<file path="src/common/gbe_demo_pkg.sv">
// Contract
// - generator repeats one fixed 512-byte frame
// - checker asserts pass when payload matches pattern and frame length is right
// - checker asserts fail on any payload mismatch
// - loopback returns receive frames to transmit
// - all logic runs from one clock
// - registers reachable by MDIO or JTAG path
// - select input high picks MDIO, low JTAG
// - cores answer distinct five-bit MDIO addresses
// - JTAG windows at 0x800 and 0x810
// - low byte even address, high byte odd
// - control reg bits 12 reset, 9 restart
// - status reg bit 5 negotiation done
// - advert reg full 16-bit read/write
// - partner reg returns received ability word
// - expansion reg bit 1 page received
// - ident bytes at 0x820 and 0x821
// - bit 0 written at ident address 0x820 enables frame generator
// - debug input shortens link timer to 2us
// - activity output pulses on receive valid toggle
// - completion output on after negotiation done
// - pass and fail outputs follow checker
package gbe_demo_pkg;
  // ==========================================
  // timing
  localparam longint CLK_HZ = 25_000_000;
  localparam longint LT_SHORT_NS = 2_000;
  localparam longint LT_NORMAL_NS = 10_000_000;
  localparam int LT_SHORT_CYC = int'(LT_SHORT_NS * CLK_HZ / 1_000_000_000);
  localparam int LT_NORMAL_CYC = int'(LT_NORMAL_NS * CLK_HZ / 1_000_000_000);
  localparam int LT_W = 18;
  // ==========================================
  // frames
  localparam int FRAME_BYTES = 512;
  localparam int IFG_BYTES = 12;
  localparam int FCNT_W = 10;
  // ==========================================
  // management registers
  localparam logic [4:0] REG_CTRL = 5'h00;
  localparam logic [4:0] REG_STAT = 5'h01;
  localparam logic [4:0] REG_ADV = 5'h04;
  localparam logic [4:0] REG_LP = 5'h05;
  localparam logic [4:0] REG_EXP = 5'h06;
  localparam int CTRL_RST_BIT = 12;
  localparam int CTRL_AN_BIT = 9;
  localparam int STAT_DONE_BIT = 5;
  localparam int EXP_PAGE_BIT = 1;
  localparam logic [15:0] ADV_RESET = 16'h0000;
  // ==========================================
  // jtag byte map
  localparam logic [11:0] JTAG_CORE0_BASE = 12'h800;
  localparam logic [11:0] JTAG_CORE1_BASE = 12'h810;
  localparam logic [11:0] JTAG_CORE_END = 12'h820;
  localparam logic [11:0] ID_LOW_ADDR = 12'h820;
  localparam logic [11:0] ID_HIGH_ADDR = 12'h821;
  // ident values are arbitrary
  localparam logic [7:0] ID_LOW_VAL = 8'h3c;
  localparam logic [7:0] ID_HIGH_VAL = 8'hc3;
  localparam int GEN_EN_BIT = 0;
  // ==========================================
  // mdio framing
  localparam logic [5:0] MDIO_PRE_BITS = 6'd32;
  localparam logic [5:0] MDIO_HDR_LAST = 6'd12;
  localparam logic [5:0] MDIO_DATA_LAST = 6'd15;
  localparam logic [1:0] OP_RD = 2'b10;
  localparam logic [1:0] OP_WR = 2'b01;
  typedef enum logic [1:0] {
    M_PRE = 2'b00,
    M_HDR = 2'b01,
    M_TA = 2'b11,
    M_DATA = 2'b10
  } mdio_st_t;
  function automatic logic [7:0] pat_byte(input logic [FCNT_W-1:0] i);
    return i[7:0];
  endfunction
endpackage

</file>
<file path="src/common/byte_stream_if.sv">
`timescale 1ns/1ps
interface byte_stream_if #(parameter int W = 8);
  logic [W-1:0] data;
  logic valid;
  logic ready;
  modport src(output data, output valid, input ready);
  modport snk(input data, input valid, output ready);
endinterface

</file>
<file path="src/core/frame_gen.sv">
`timescale 1ns/1ps
module frame_gen import gbe_demo_pkg::*; #(
  parameter int FRAME_LEN = FRAME_BYTES,
  parameter int IFG = IFG_BYTES
) (
  // clock and reset
  input wire logic clk_sys,
  input wire logic sys_rst,
  // control
  input wire logic en,
  // frame stream
  byte_stream_if.src out_s
);
  if (FRAME_LEN < 2 || FRAME_LEN >= (1 << FCNT_W) || IFG < 1 || IFG > 255) begin : g_bad
    $error("frame_gen parameters out of range");
  end
  localparam logic [FCNT_W-1:0] LAST = FCNT_W'(FRAME_LEN - 1);
  typedef struct packed {
    logic [FCNT_W-1:0] cnt;
    logic [7:0] gap;
    logic inf;
    logic [7:0] d;
    logic v;
  } gen_t;
  gen_t q;
  gen_t n;
  // ==========================================
  // frame sequencer; a stall simply holds the byte
  always_comb begin
    n = q;
    if (!q.v || out_s.ready) begin
      n.v = 1'b0;
      if (q.inf) begin
        n.v = 1'b1;
        n.d = pat_byte(q.cnt);
        if (q.cnt == LAST) begin
          n.inf = 1'b0;
          n.cnt = '0;
          n.gap = 8'(IFG);
        end else begin
          n.cnt = q.cnt + 1'b1;
        end
      end else if (q.gap != 8'h00) begin
        n.gap = q.gap - 8'h01;
      end else if (en) begin
        n.inf = 1'b1;
      end
    end
  end
  always_ff @(posedge clk_sys or posedge sys_rst) begin
    if (sys_rst) begin
      q <= '0;
    end else begin
      q <= n;
    end
  end
  assign out_s.data = q.d;
  assign out_s.valid = q.v;
endmodule

</file>
<file path="src/core/gbe_phy_demo_mgmt.sv">
`timescale 1ns/1ps
module gbe_phy_demo_mgmt import gbe_demo_pkg::*; #(
  parameter int FRAME_LEN = FRAME_BYTES,
  parameter int LINK_NORMAL_CYC = LT_NORMAL_CYC
) (
  // clock and reset
  input wire logic clk_sys,
  input wire logic sys_rst,
  // access select and straps
  input wire logic enable_smi,
  input wire logic [4:0] core0_mgmt_port_addr,
  input wire logic [4:0] core1_mgmt_port_addr,
  input wire logic [1:0] link_timer_debug,
  // mdio serial management
  input wire logic mdc,
  input wire logic mdio_in,
  output logic mdio_out,
  output logic mdio_out_en,
  // jtag register access, byte wide
  input wire logic jtag_req,
  input wire logic jtag_we,
  input wire logic [11:0] jtag_addr,
  input wire logic [7:0] jtag_wdata,
  output logic [7:0] jtag_rdata,
  output logic jtag_ack,
  // pcs core management, index 0 loopback, 1 driver
  output logic [1:0] core_soft_reset,
  output logic [1:0] negotiation_restart,
  output logic [1:0][15:0] local_ability_word,
  output logic [1:0][LT_W-1:0] link_timer_limit,
  input wire logic [1:0] negotiation_done,
  input wire logic [1:0][15:0] partner_ability_word,
  input wire logic [1:0] page_received_flag,
  // loopback channel gmii
  input wire logic [7:0] lb_rx_data,
  input wire logic lb_rx_dv,
  output logic lb_rx_ready,
  output logic [7:0] lb_tx_data,
  output logic lb_tx_en,
  input wire logic lb_tx_ready,
  // driver channel gmii
  output logic [7:0] drv_tx_data,
  output logic drv_tx_en,
  input wire logic drv_tx_ready,
  input wire logic [7:0] drv_rx_data,
  input wire logic drv_rx_dv,
  // indicators
  output logic [1:0] chan_activity,
  output logic [1:0] negotiation_done_indicator,
  output logic checker_pass_indicator,
  output logic checker_fail_indicator
);
  if (FRAME_LEN < 2 || FRAME_LEN >= (1 << FCNT_W)) begin : g_bad_len
    $error("frame length out of range");
  end
  if (LINK_NORMAL_CYC < 1 || LINK_NORMAL_CYC >= (1 << LT_W)) begin : g_bad_lt
    $error("link timer count out of range");
  end
  localparam logic [LT_W-1:0] LT_SHORT = LT_W'(LT_SHORT_CYC);
  localparam logic [LT_W-1:0] LT_LONG = LT_W'(LINK_NORMAL_CYC);
  localparam logic [FCNT_W-1:0] FLEN = FCNT_W'(FRAME_LEN);

  typedef struct packed {
    mdio_st_t mst;
    logic mdc_p;
    logic [5:0] bcnt;
    logic [12:0] hdr;
    logic [15:0] sh;
    logic rd;
    logic core;
    logic mo;
    logic moe;
    logic [1:0] rst;
    logic [1:0] an;
    logic [1:0][15:0] adv;
    logic gen_en;
    logic [7:0] jrd;
    logic jack;
    logic [FCNT_W-1:0] cnt;
    logic bad;
    logic pass;
    logic fail;
    logic [1:0] act;
    logic [1:0] rxp;
    logic [1:0] done;
    logic [1:0][LT_W-1:0] lt;
  } state_t;
  state_t st_q;
  state_t st_d;

  // ==========================================
  // datapath submodules
  byte_stream_if #(.W(8)) lb_in ();
  byte_stream_if #(.W(8)) lb_out ();
  byte_stream_if #(.W(8)) gen_s ();
  assign lb_in.data = lb_rx_data;
  assign lb_in.valid = lb_rx_dv;
  assign lb_out.ready = lb_tx_ready;
  assign gen_s.ready = drv_tx_ready;
  pair_buffer #(.W(8)) u_lb (
    .clk_sys(clk_sys),
    .sys_rst(sys_rst),
    .in_s(lb_in),
    .out_s(lb_out)
  );
  frame_gen #(.FRAME_LEN(FRAME_LEN), .IFG(IFG_BYTES)) u_gen (
    .clk_sys(clk_sys),
    .sys_rst(sys_rst),
    .en(st_q.gen_en),
    .out_s(gen_s)
  );

  // ==========================================
  // register read view, shared by both paths
  function automatic logic [15:0] rd_reg(input logic c, input logic [4:0] r);
    logic [15:0] v;
    v = '0;
    // unused addresses and bits are zero
    case (r)
      REG_CTRL: begin
        v[CTRL_RST_BIT] = st_q.rst[c];
        v[CTRL_AN_BIT] = st_q.an[c];
      end
      REG_STAT: v[STAT_DONE_BIT] = negotiation_done[c];
      REG_ADV: v = st_q.adv[c];
      REG_LP: v = partner_ability_word[c];
      REG_EXP: v[EXP_PAGE_BIT] = page_received_flag[c];
      default: v = '0;
    endcase
    return v;
  endfunction

  // ==========================================
  // next state
  always_comb begin
    logic rise;
    logic wv;
    logic wc;
    logic [4:0] wr;
    logic [15:0] wd;
    logic [15:0] wm;
    logic [15:0] nv;
    logic [12:0] h;
    logic [15:0] rv;
    logic ok;
    rise = mdc & ~st_q.mdc_p;
    wv = 1'b0;
    wc = 1'b0;
    wr = '0;
    wd = '0;
    wm = '0;
    nv = '0;
    h = {st_q.hdr[11:0], mdio_in};
    rv = '0;
    ok = 1'b0;
    st_d = st_q;
    st_d.mdc_p = mdc;
    st_d.jack = 1'b0;
    // mdc is sampled, so it must stay well below clk_sys
    // mdio engine held idle when not selected
    if (!enable_smi) begin
      st_d.mst = M_PRE;
      st_d.bcnt = '0;
      st_d.moe = 1'b0;
    end else if (rise) begin
      case (st_q.mst)
        M_PRE: begin
          if (mdio_in) begin
            if (st_q.bcnt != MDIO_PRE_BITS) begin
              st_d.bcnt = st_q.bcnt + 6'd1;
            end
          end else if (st_q.bcnt == MDIO_PRE_BITS) begin
            st_d.mst = M_HDR;
            st_d.bcnt = '0;
          end else begin
            st_d.bcnt = '0;
          end
        end
        M_HDR: begin
          st_d.hdr = h;
          st_d.bcnt = st_q.bcnt + 6'd1;
          if (st_q.bcnt == MDIO_HDR_LAST) begin
            st_d.bcnt = '0;
            st_d.mst = M_PRE;
            if (h[12] && (h[11:10] == OP_RD || h[11:10] == OP_WR) &&
                (h[9:5] == core0_mgmt_port_addr || h[9:5] == core1_mgmt_port_addr)) begin
              st_d.mst = M_TA;
              st_d.rd = (h[11:10] == OP_RD);
              st_d.core = (h[9:5] != core0_mgmt_port_addr);
            end
          end
        end
        M_TA: begin
          st_d.bcnt = st_q.bcnt + 6'd1;
          if (st_q.bcnt == 6'd0) begin
            st_d.mo = 1'b0;
            st_d.moe = st_q.rd;
          end else begin
            st_d.mst = M_DATA;
            st_d.bcnt = '0;
            rv = rd_reg(st_q.core, st_q.hdr[4:0]);
            st_d.mo = rv[15];
            st_d.sh = {rv[14:0], 1'b0};
          end
        end
        M_DATA: begin
          if (!st_q.rd) begin
            st_d.sh = {st_q.sh[14:0], mdio_in};
          end
          if (st_q.bcnt == MDIO_DATA_LAST) begin
            st_d.mst = M_PRE;
            st_d.bcnt = '0;
            st_d.moe = 1'b0;
            if (!st_q.rd) begin
              wv = 1'b1;
              wc = st_q.core;
              wr = st_q.hdr[4:0];
              wd = {st_q.sh[14:0], mdio_in};
              wm = 16'hffff;
            end
          end else begin
            st_d.bcnt = st_q.bcnt + 6'd1;
            if (st_q.rd) begin
              st_d.mo = st_q.sh[15];
              st_d.sh = {st_q.sh[14:0], 1'b0};
            end
          end
        end
        default: begin
          st_d.mst = M_PRE;
          st_d.moe = 1'b0;
        end
      endcase
    end

    // jtag path only when mdio deselected
    if (jtag_req && !enable_smi) begin
      st_d.jack = 1'b1;
      st_d.jrd = '0;
      if (jtag_addr >= JTAG_CORE0_BASE && jtag_addr < JTAG_CORE_END) begin
        wc = (jtag_addr >= JTAG_CORE1_BASE);
        wr = {2'b00, jtag_addr[3:1]};
        rv = rd_reg(wc, wr);
        // even low byte, odd high byte
        st_d.jrd = jtag_addr[0] ? rv[15:8] : rv[7:0];
        if (jtag_we) begin
          wv = 1'b1;
          wd = {jtag_wdata, jtag_wdata};
          wm = jtag_addr[0] ? 16'hff00 : 16'h00ff;
        end
      end else if (jtag_addr == ID_LOW_ADDR) begin
        // shared address, read ident, write enable
        st_d.jrd = ID_LOW_VAL;
        if (jtag_we) begin
          st_d.gen_en = jtag_wdata[GEN_EN_BIT];
        end
      end else if (jtag_addr == ID_HIGH_ADDR) begin
        st_d.jrd = ID_HIGH_VAL;
      end
    end

    if (wv) begin
      nv = (rd_reg(wc, wr) & ~wm) | (wd & wm);
      case (wr)
        REG_CTRL: begin
          st_d.rst[wc] = nv[CTRL_RST_BIT];
          st_d.an[wc] = nv[CTRL_AN_BIT];
        end
        REG_ADV: st_d.adv[wc] = nv;
        default: st_d.rst = st_d.rst;
      endcase
    end

    // ==========================================
    // checker on the driver channel
    if (drv_rx_dv) begin
      if (drv_rx_data != pat_byte(st_q.cnt)) begin
        st_d.bad = 1'b1;
        st_d.fail = 1'b1;
        st_d.pass = 1'b0;
      end
      if (st_q.cnt != '1) begin
        st_d.cnt = st_q.cnt + 1'b1;
      end
    end else if (st_q.rxp[1]) begin
      ok = !st_q.bad && st_q.cnt == FLEN;
      st_d.pass = ok;
      st_d.fail = !ok;
      st_d.cnt = '0;
      st_d.bad = 1'b0;
    end

    // ==========================================
    // indicators and timer select
    for (int i = 0; i < 2; i++) begin
      st_d.act[i] = (i == 0 ? lb_rx_dv : drv_rx_dv) != st_q.rxp[i];
      st_d.rxp[i] = (i == 0) ? lb_rx_dv : drv_rx_dv;
      st_d.done[i] = negotiation_done[i];
      st_d.lt[i] = link_timer_debug[i] ? LT_SHORT : LT_LONG;
    end
  end

  always_ff @(posedge clk_sys or posedge sys_rst) begin
    if (sys_rst) begin
      st_q <= '0;
      st_q.adv <= {2{ADV_RESET}};
    end else begin
      st_q <= st_d;
    end
  end

  // ==========================================
  // outputs
  assign mdio_out = st_q.mo;
  assign mdio_out_en = st_q.moe;
  assign jtag_rdata = st_q.jrd;
  assign jtag_ack = st_q.jack;
  assign core_soft_reset = st_q.rst;
  assign negotiation_restart = st_q.an;
  assign local_ability_word = st_q.adv;
  assign link_timer_limit = st_q.lt;
  assign lb_rx_ready = lb_in.ready;
  assign lb_tx_data = lb_out.data;
  assign lb_tx_en = lb_out.valid;
  assign drv_tx_data = gen_s.data;
  assign drv_tx_en = gen_s.valid;
  assign chan_activity = st_q.act;
  assign negotiation_done_indicator = st_q.done;
  assign checker_pass_indicator = st_q.pass;
  assign checker_fail_indicator = st_q.fail;
endmodule

</file>
<file path="src/core/pair_buffer.sv">
`timescale 1ns/1ps
module pair_buffer import gbe_demo_pkg::*; #(
  parameter int W = 8
) (
  // clock and reset
  input wire logic clk_sys,
  input wire logic sys_rst,
  // streams
  byte_stream_if.snk in_s,
  byte_stream_if.src out_s
);
  if (W < 1) begin : g_bad
    $error("pair_buffer width must be positive");
  end
  typedef struct packed {
    logic [W-1:0] o_d;
    logic [W-1:0] s_d;
    logic o_v;
    logic s_v;
    logic rdy;
  } buf_t;
  buf_t q;
  buf_t n;
  logic push;
  logic pop;
  assign push = in_s.valid & q.rdy;
  assign pop = q.o_v & out_s.ready;
  // ==========================================
  // two slots: output word plus skid word
  always_comb begin
    n = q;
    if (pop || !q.o_v) begin
      if (q.s_v) begin
        n.o_d = q.s_d;
        n.o_v = 1'b1;
        n.s_v = push;
        n.s_d = in_s.data;
      end else begin
        n.o_v = push;
        n.o_d = in_s.data;
      end
    end else if (push) begin
      n.s_d = in_s.data;
      n.s_v = 1'b1;
    end
    n.rdy = ~n.s_v;
  end
  always_ff @(posedge clk_sys or posedge sys_rst) begin
    if (sys_rst) begin
      q <= '0;
    end else begin
      q <= n;
    end
  end
  assign in_s.ready = q.rdy;
  assign out_s.data = q.o_d;
  assign out_s.valid = q.o_v;
endmodule

</file>
<file path="config.mk">
export PLATFORM = sky130hd
export DESIGN_NAME = gbe_phy_demo_mgmt
export DESIGN_NICKNAME = d
export VERILOG_FILES = /design/src/common/gbe_demo_pkg.sv /design/src/common/byte_stream_if.sv /design/src/core/frame_gen.sv /design/src/core/gbe_phy_demo_mgmt.sv /design/src/core/pair_buffer.sv
export SDC_FILE = /design/constraint.sdc
export NUM_CORES = 1
export LEC_CHECK = 0
export BUFFER_PORTS_ARGS = -buffer_cell sky130_fd_sc_hd__buf_2
export CORE_ASPECT_RATIO = 0.75
export CORE_UTILIZATION = 35
export DETAILED_ROUTE_END_ITERATION = 8
export PLACE_DENSITY = 0.67
export REMOVE_ABC_BUFFERS = 1
export SLEW_MARGIN = 20
export SYNTH_ARGS = -nofsm -noshare
export SYNTH_HDL_FRONTEND = slang
export SYNTH_HIERARCHICAL = 1
export SYNTH_SLANG_ARGS = --single-unit
</file>
<file path="constraint.sdc">
create_clock -name clk_sys -period 4 [get_ports clk_sys]
set_input_delay 0.6 -clock clk_sys [delete_from_list [all_inputs] [get_ports clk_sys]]
set_output_delay 0.6 -clock clk_sys [all_outputs]
set_load 0.02 [all_outputs]
</file>
## Yosys cells after proc, flatten, opt, wreduce, memory -nomap -nowiden

Index checks and enable logic that the tools add are counted.

| storage, ports and cells | value |
|---|---|
| output and inout port bits | 108 |
| flip-flop bits (word level) | 190 |
| logic and storage cells | 321 |
| input bits | 95 |

| cells by class | value |
|---|---|
| $lt $le $gt $ge | 7 |
| muxes and demuxes | 177 |
| reduce and logical (&&, ||, !) cells | 40 |
| equality and inequality tests | 48 |
| bitwise logic cells | 10 |
| add/subtract/negate cells | 4 |

Operators by type and width:

| kind | count |
|---|---|
| 16-bit two-way mux | 34 |
| 8-bit two-way mux | 9 |
| 1-bit two-way mux | 59 |
| 3-bit case mux with 2 select lines | 9 |
| 13-bit two-way mux | 3 |
| 39-bit two-way mux | 1 |
| 18-bit two-way mux | 2 |
| 6-bit two-way mux | 6 |
| 1-bit case mux with 3 select lines | 12 |
| 5-bit two-way mux | 7 |
| 16-bit AND | 2 |
| 32-bit bitwise mux | 1 |
| 16-bit case mux with 2 select lines | 1 |
| 5-bit by 3-bit == test with 1-bit output, second input constant | 6 |
| 12-bit == test, second input constant | 2 |
| 12-bit >= comparator, second input constant | 2 |
| 2-bit two-way mux | 12 |
| 6-bit case mux with 4 select lines | 1 |
| 10-bit by 1-bit adder with 10-bit output, second input constant | 2 |
| 10-bit two-way mux | 2 |
| 9-bit two-way mux | 2 |
| 3-bit != test, second input constant | 6 |
| 16-bit demux with 1-bit select | 1 |
| 16-bit NOT | 1 |
| other kinds (47) | 103 |

## Longest topological paths before layout

Gate-level depths: netlist of run 1.

| depth | value |
|---|---|
| depth in word-level cells | 14 |
| mapped depth | 11 |
| gate-level depth less buffers | 9 |

## Cells and area by module

Netlist of run 1, hierarchy kept.

Modules (own cells, without submodules):

| module | area each (um2) | instances | cells an instance |
|---|---|---|---|
| gbe_phy_demo_mgmt | 8,029.0 | 1 | 864 |
| frame_gen | 1,425.1 | 1 | 135 |
| pair_buffer | 869.6 | 1 | 71 |

## Least setup slack after synthesis of run 1

No wires, ideal clock.

| path | value |
|---|---|
| kind | input to register |
| from | in jtag_addr[7] |
| to | reg st_q, in the netlist jtag_rdata[5] |
| library setup time | 127 ps |
| path slack | 1,095 ps |
| data arrival time | 2,778 ps |
| stages | 8 |
| cell sequence | or4_4 or2_2 o31ai_4 buf_4 mux4_2 mux2_2 nand3_1 nand3_1 |

| on the way | value |
|---|---|
| cells in the longest elaborated chain, start to end | 6 |
| elaborated cells between the ends (all ways) | 16 |
| classes of those cells | order compare (3); eq/ne (1); mux (11); reduce/logical (1) |

RTL lines:

| what | line | RTL |
|---|---|---|
| from (decl) | gbe_phy_demo_mgmt.sv:22 | `input wire logic [11:0] jtag_addr,` |
| 12-bit >= comparator | gbe_phy_demo_mgmt.sv:241 | `wc = (jtag_addr >= JTAG_CORE1_BASE);` |
| 16-bit two-way mux (implied by the code) (tied with other cells) (2 in a row) | gbe_phy_demo_mgmt.sv:126 | `REG_LP: v = partner_ability_word[c];` |
| 1-bit case mux with 3 select lines / 3-bit case mux with 2 select lines (equally long branches) | gbe_phy_demo_mgmt.sv:119 | `case (r)` |
| 8-bit two-way mux | gbe_phy_demo_mgmt.sv:245 | `st_d.jrd = jtag_addr[0] ? rv[15:8] : rv[7:0];` |
| 8-bit two-way mux (*) | gbe_phy_demo_mgmt.sv:240 | `if (jtag_addr >= JTAG_CORE0_BASE && jtag_addr < JTAG_CORE_END) begin` |
| to (signal assigned) | gbe_phy_demo_mgmt.sv:308 | `st_q <= st_d;` |
| to (decl) | gbe_phy_demo_mgmt.sv:88 | `state_t st_q;` |

Mark *: on every way between the ends. The rest lies on a longest branch, timed or not. The select of a mux whose other input is x is not followed.
A chain may end at the register's enable or synchronous reset.

## Final worst setup path of run 1

| path | value |
|---|---|
| from | reg st_q[142] (netlist name) |
| to | reg st_q, in the netlist local_ability_word[11] |

| on the way | value |
|---|---|
| cells in the longest elaborated chain, start to end | 13 |
| elaborated cells between the ends (all ways) | 48 |
| classes of those cells | order compare (2); eq/ne (3); mux (37); bitwise (4); reduce/logical (2) |

RTL lines:

| what | line | RTL |
|---|---|---|
| 2-bit == test (*) | gbe_phy_demo_mgmt.sv:166 | `case (st_q.mst)` |
| 1-bit two-way mux | gbe_phy_demo_mgmt.sv:166 |  |
| 1-bit two-way mux | gbe_phy_demo_mgmt.sv:165 | `end else if (rise) begin` |
| 1-bit two-way mux | gbe_phy_demo_mgmt.sv:161 | `if (!enable_smi) begin` |
| 1-bit two-way mux | gbe_phy_demo_mgmt.sv:240 |  |
| 1-bit two-way mux | gbe_phy_demo_mgmt.sv:237 | `if (jtag_req && !enable_smi) begin` |
| 16-bit two-way mux (on tied branches) (2 in a row) | gbe_phy_demo_mgmt.sv:126, gbe_phy_demo_mgmt.sv:125 |  |
| 2-bit case mux with 2 select lines | gbe_phy_demo_mgmt.sv:119 |  |
| 2-bit two-way mux | gbe_phy_demo_mgmt.sv:262 | `if (wv) begin` |
| 16-bit AND | gbe_phy_demo_mgmt.sv:263 | `nv = (rd_reg(wc, wr) & ~wm) \| (wd & wm);` |
| 16-bit bitwise OR | gbe_phy_demo_mgmt.sv:263 |  |
| 32-bit bitwise mux | gbe_phy_demo_mgmt.sv:269 | `REG_ADV: st_d.adv[wc] = nv;` |

Marked as above.

==> impl_metrics.toml, run 1 <==
[synthesis]
synth_top_cells_by_area = "dfrtp_1, buf_4, mux2_2"
synth_area_leader_cell = "dfrtp_1"
seq_area_frac_synth = 0.383
postSynthAreaPerCell_sq_um = 9.65
yosys_most_used_dff = "dfrtp_1"
yosysWarnings = 6
synthMuxAreaShare = 0.158
synth_area_sq_um = 10300
synth_fa_ha_area_frac = 0.00848
synth_compound_area_frac = 0.154
synthDistinctLibCells = 84
synth_edf_count = 0
syn_inst = 1070
ys_ff_latch = 158
synth-xor-area-share = 0.0255
synth_top_area_share = 0.383
async_flop_share = 1.00
synth_simple_gate_area_frac = 0.161
synth_top_family_by_area = "simple AND/OR/NAND/NOR gates"

[global_route]
gr-total-overflow = 0
grt_usage = 0.205
grt_pass1_wl_mm = 47.6
first_global_vias = 8167
grt_antenna_before_repair = 6
grt_max_degree = 82

[die]
die_h_um = 151
core_area_sq_um = 29100
ios = 203
start_util = 0.355
die_area_sq_um = 30200
die_w_um = 200
num_rows = 54

[sta]
slew_headroom = 0.218
fin_skew_ns = 0.0114
hold_violations = 0
final_max_slew_viol_count = 0
rsz0062_at_grt = "false"
max_freq_mhz = 314
setup_violations = 0
worst_pin_slew_ns = 1.14
finalSetupTns_ns = 0
min_period_over_period = 0.797
min_period_ns = 3.19

[critical_path]
cp_top_family = "simple AND/OR/NAND/NOR gates"
crit_path_cell_trace = "and4bb_2, nand4_1, nor2_1, nor3_1, nand3_1, mux2_2"
rr_endpoint = "local_ability_word[11]$_DFFE_PP0P_"
crit_required_ns = 4.32
timing_worst_setup_path_type = "reg -> reg"
r2r_cells = 6
critical_path_arrival_ns = 3.51
crit_slowest_cell = "dfrtp_1"
worst_setup_path_end_kind = "register"
cpPeakStageDelay_ns = 0.65
critPathBufInv = 0
rrSetupSlack_ns = 0.81
start_kind = "register"
r2r_start = "st_q[142]$_DFFE_PP0P_"
critPathMaxFanout = 17

[cts]
clock_sinks = 158
clockBufferDepth = 2
holdBufCountCts = 0
cts_tree = "yes"
cts_resized = 0
clockRootBuffer = "clkbuf_16"
numCtsBuffers = 17
postCtsSetupRepairBufs = 0
clk_pin_slew_ns = 0.08
clock_latency_ns = 0.43
cts_htree_levels = 4

[route]
postRouteAntennaNets = 0
dr_total_vias = 8727
drc = 0
wl_mm = 30.8
drt_first_pass_iters = 6
drtIter0Drc = 858
viasPerCell = 5.58
routedWlPerCell_um = 19.7

[power_and_ir_drop]
ir_worst_vdd_v = 0.000319
netSwitchingFraction = 0.346
seq_power_share = 0.426
power.total_mw = 4.82
p_per_area_nw_per_um2 = 416
p_int_mw = 3.16
power_leakage_nw = 5.14
clkPwrFrac = 0.345
pwr-share-comb = 0.229
p_sw_mw = 1.67

[cells_and_area]
area_growth_pct = 12.2
final_common_cell = "buf_2"
layout-drive-gt1-share = 0.308
finalNetCount = 1256
final_cell_mix = "buf_2, dfrtp_1, nand2_1"

[placement]
dp_hpwl_mm = 23.0
io_buffers = 184
gp_congestion = 0.895

[hold_path]
min_path_type = "in -> async"

[outcome]
status = "finished, final reports clean"

[flow_run]
maxCapViolations = 0
==> through the flow <==
step / hold slack (ns) / instance area [sq um] / setup slack, ns / utilization / cells
after global routing: 0.262 / 11600 / 0.617 / 0.398 / 1561
after floorplan: 0.420 / 9370 / 0.252 / - / 930
final: 0.272 / 11600 / 0.810 / 0.399 / 1563
after CTS: 0.260 / 11600 / 0.920 / 0.398 / 1559
after global placement: 0.427 / 11000 / 0.699 / 0.377 / 1527
after detailed placement: 0.429 / 11000 / 0.644 / 0.377 / 1527
==> registers in the layout (all words and copies together) (netlist names), 2 cells and up <==
signal / flops
chan_activity: 2
core_soft_reset: 2
jtag_rdata: 8
link_timer_limit: 5
local_ability_word: 32
negotiation_done_indicator: 2
negotiation_restart: 2
st_q: 53
u_gen/out_s.data: 8
u_gen/q: 19
u_lb/out_s.data: 8
u_lb/q: 9
==> cell families (layout without fill, tap and decap cells) <==
kind of cell	after synthesis	count (layout)
AOI/OAI and AO/OA	241	241
muxes	121	121
and+or+nand+nor	326	326
buffers and inverters	185	265
other	2	23
DFF	158	158
adders and majority gates	7	7
xor gates and xnor gates	30	30
==> worst max path at each step <==
| stage | startpoint | endpoint | slack, ns | depth (start not counted) |
|---|---|---|---|---|
| floorplan | enable_smi | local_ability_word[11]$_DFFE_PP0P_ | 0.25 | 6 |
| global placement | jtag_addr[7] | local_ability_word[11]$_DFFE_PP0P_ | 0.70 | 8 |
| detailed placement | jtag_addr[7] | local_ability_word[17]$_DFFE_PP0P_ | 0.64 | 8 |
| CTS | st_q[142]$_DFFE_PP0P_ | local_ability_word[9]$_DFFE_PP0P_ | 0.92 | 6 |
| global route | st_q[141]$_DFFE_PP0P_ | local_ability_word[9]$_DFFE_PP0P_ | 0.62 | 6 |
| finish | st_q[142]$_DFFE_PP0P_ | local_ability_word[11]$_DFFE_PP0P_ | 0.81 | 6 |
==> Yosys cell counts (all sizes together) (5+ instances only) <==
library cell	n
mux4	27
o31ai	10
or4	6
a32o	7
a31oi	7
xor2	11
dfrtp	158
o21ai	80
o221ai	7
nand4	14
nor3	18
a22oi	20
and3	6
mux2	66
or3	8
o211ai	6
or2	5
inv	28
nor2	51
o22ai	12
xnor2	19
nand3	30
a32oi	5
a21oi	42
nand2	133
buf	125
nor4b	5
mux2i	28
clkbuf	32
nor2b	7
ha	7
nor4	13
a21o	8
nand2b	8
==> layout make-up <==
type	count	area [sq um]
multi-input combinational	744	5310
tap	392	490
clock buffer	17	425
clock inverter	15	188
antenna	4	10.0
inverter	28	110
fill	2892	17500
sequential	158	3950
timing repair buffer	205	1090
==> worst reg2reg max path, delay by kind of cell (launching register included) <==
kind / cells / cell delay, ns
simple gates: 5 / 2.02
flops: 1 / 0.65
mux: 1 / 0.41
==> power groups by stage <==
stage	logic [mW]	registers, mW	clock network, mW
after detailed placement	1.10	2.08	0
after global routing	1.21	2.09	1.78
final	1.10	2.05	1.67
after global placement	1.07	2.08	0
after floorplan	0.642	2.14	0
after CTS	1.10	2.05	1.71
==> routing by layer <==
metal,routed length [um],share of wire,track usage,vias to the layer above
li1,-,-,-,3967
met1,14200,0.46,0.297,4252
met2,13000,0.42,0.286,448
met3,3130,0.10,0.0688,56
met4,548,0.018,0.0603,4
met5,27,0.00088,0,-
Power figures use the tool's default switching activity.
==> run 2: changes to the inputs <==
PLACE_DENSITY = 0.69   (was 0.67)
clock period = 2.88 ns   (was 4 ns; I/O delays follow)
==> run 2 against run 1 <==
Cell area grew 2.9%. Flip-flop and latch count is the same. Sequential power grew 38%. Total power grew 43%. Die area is the same. Worst hold slack lost 0.17 ns. Combinational power grew 49%. Worst setup slack lost 0.76 ns. Sequential share of layout area shrank 0.97 points. Final cell count grew 2.4%. Critical endpoint is now local_ability_word[17]$_DFFE_PP0P_.
==> impl_metrics.toml, run 2 (synthesis gave the netlist of run 1 again) <==
[critical_path]
r2r_start = "st_q[139]$_DFFE_PP0P_"
rrSetupSlack_ns = 0.05
worst_setup_path_end_kind = "register"
critical_path_arrival_ns = 3.13
r2r_cells = 8
start_kind = "register"
startpoint = "st_q[139]$_DFFE_PP0P_"
rr_endpoint = "local_ability_word[17]$_DFFE_PP0P_"
crit_required_ns = 3.18
critPathMaxFanout = 8
timing_worst_setup_path_type = "reg -> reg"

[cells_and_area]
area_growth_pct = 15.5
layout-drive-gt1-share = 0.331
final_common_cell = "buf_2"
final_cell_mix = "buf_2, dfrtp_1, nand2_1"
finalNetCount = 1295
largest_reg_flops = 53
final_cell_area_sq_um = 11900
top_register = "st_q"

[sta]
slew_headroom = 0.302
fin_skew_ns = 0.0128
rsz0062_at_grt = "false"
min_period_over_period = 0.984
post-route-worst-setup-slack_ns = 0.0462
final_max_slew_viol_count = 0
setup_violations = 0
max_freq_mhz = 353
min_period_ns = 2.83
hold_violations = 0
worst_pin_slew_ns = 1.02

[power_and_ir_drop]
p_sw_mw = 2.25
pwr-share-comb = 0.238
ir_worst_vdd_v = 0.000529
netSwitchingFraction = 0.327
clkPwrFrac = 0.353
p_per_area_nw_per_um2 = 579
seq_power_share = 0.409
power_leakage_nw = 5.35
p_int_mw = 4.64

[route]
viasPerCell = 5.53
postRouteAntennaNets = 0
drtIter0Drc = 747
drt_first_pass_iters = 5
routedWlPerCell_um = 19.6
wl_mm = 31.3
drc = 0
dr_total_vias = 8856

[die]
num_rows = 54
start_util = 0.355
die_h_um = 151
ios = 203
die_w_um = 200
die_area_sq_um = 30200
core_area_sq_um = 29100

[cts]
numCtsBuffers = 17
clockBufferDepth = 2
cts_htree_levels = 4
clock_sinks = 158
clk_pin_slew_ns = 0.07
cts_tree = "yes"
clock_latency_ns = 0.43
clockRootBuffer = "clkbuf_16"

[placement]
dp_slack_ns = -0.0670
placed_area_sq_um = 11300
io_buffers = 184
gp_congestion = 0.958
dp_hpwl_mm = 23.7

[outcome]
status = "finished, final reports clean"

[global_route]
grt_pass1_wl_mm = 48.7
grt_max_degree = 52
first_global_vias = 8407
gr-total-overflow = 0
grt_usage = 0.209
grt_antenna_before_repair = 2

[hold_path]
min_path_type = "in -> async"

[flow_run]
maxCapViolations = 0
[run 2: cell count changes in the layout (fill, tap and decap cells not counted), sizes merged]
cell / delta
clkinv: -5
diode: -1
buf: +39
inv: +1
clkinvlp: +1
bufinv: +3
[run 2: cell type report]
| cell class | instances | area [sq um] |
|---|---|---|
| inverter | 28 | 108 |
| sequential | 158 | 3950 |
| multi-input combinational | 744 | 5320 |
| clock buffer | 17 | 425 |
| antenna | 3 | 7.51 |
| tap | 392 | 490 |
| clock inverter | 15 | 196 |
| fill | 2894 | 17100 |
| timing repair buffer | 244 | 1420 |
[run 2: repair_timing]
item                                    CTS  global route
buffers inserted                          0             0
hold buffers                              0             0
endpoints found under the setup margin    0             2
resized for setup                         0             1
[run 2: how the worst max path moves through the flow]
stage	end	slack [ns]	depth (start not counted)
6_report	local_ability_word[17]$_DFFE_PP0P_	0.05	8
5_1_grt	local_ability_word[24]$_DFFE_PP0P_	0.01	8
4_1_cts	local_ability_word[17]$_DFFE_PP0P_	0.18	8
3_5_place_dp	jtag_rdata[6]$_DFFE_PP0P_	-0.07	8
3_3_place_gp	jtag_rdata[6]$_DFFE_PP0P_	-0.03	8
2_1_floorplan	local_ability_word[11]$_DFFE_PP0P_	-0.70	6
[run 2: metal layers]
| metal | part of all wire | GRT usage |
|---|---|---|
| met1 | 0.46 | 0.300 |
| met2 | 0.43 | 0.299 |
| met3 | 0.094 | 0.0649 |
| met4 | 0.021 | 0.0634 |
| met5 | 0.00035 | 0 |
[run 2: power groups by stage]
stage               logic [mW]  clock network [mW]  registers, mW
detailed placement        1.64                   0           2.85
CTS                       1.64                2.49           2.81
finish                    1.64                2.43           2.82
global route              1.81                2.58           2.86
floorplan                0.892                   0           2.97
global placement          1.59                   0           2.83
[run 2: critical path, cell delays in order (launching register included)]
cell and delay [ns]:
dfrtp_1 0.41, buf_4 0.16, nor2_1 0.44, nand4_1 0.26
a22o_1 0.36, or4_1 0.60, buf_4 0.19, a21oi_1 0.16
o21ai_0 0.12
[run 2: stage by stage]
stage	total power, mW	TNS, ns	hold slack (ns)	cells	util
floorplan	3.87	-70.77	0.383	930	-
global placement	4.43	-0.101	0.424	1566	0.388
detailed placement	4.48	-0.101	0.438	1566	0.388
CTS	6.94	0	0.0940	1598	0.410
global route	7.25	0	0.0932	1598	0.410
finish	6.90	0	0.0979	1601	0.410
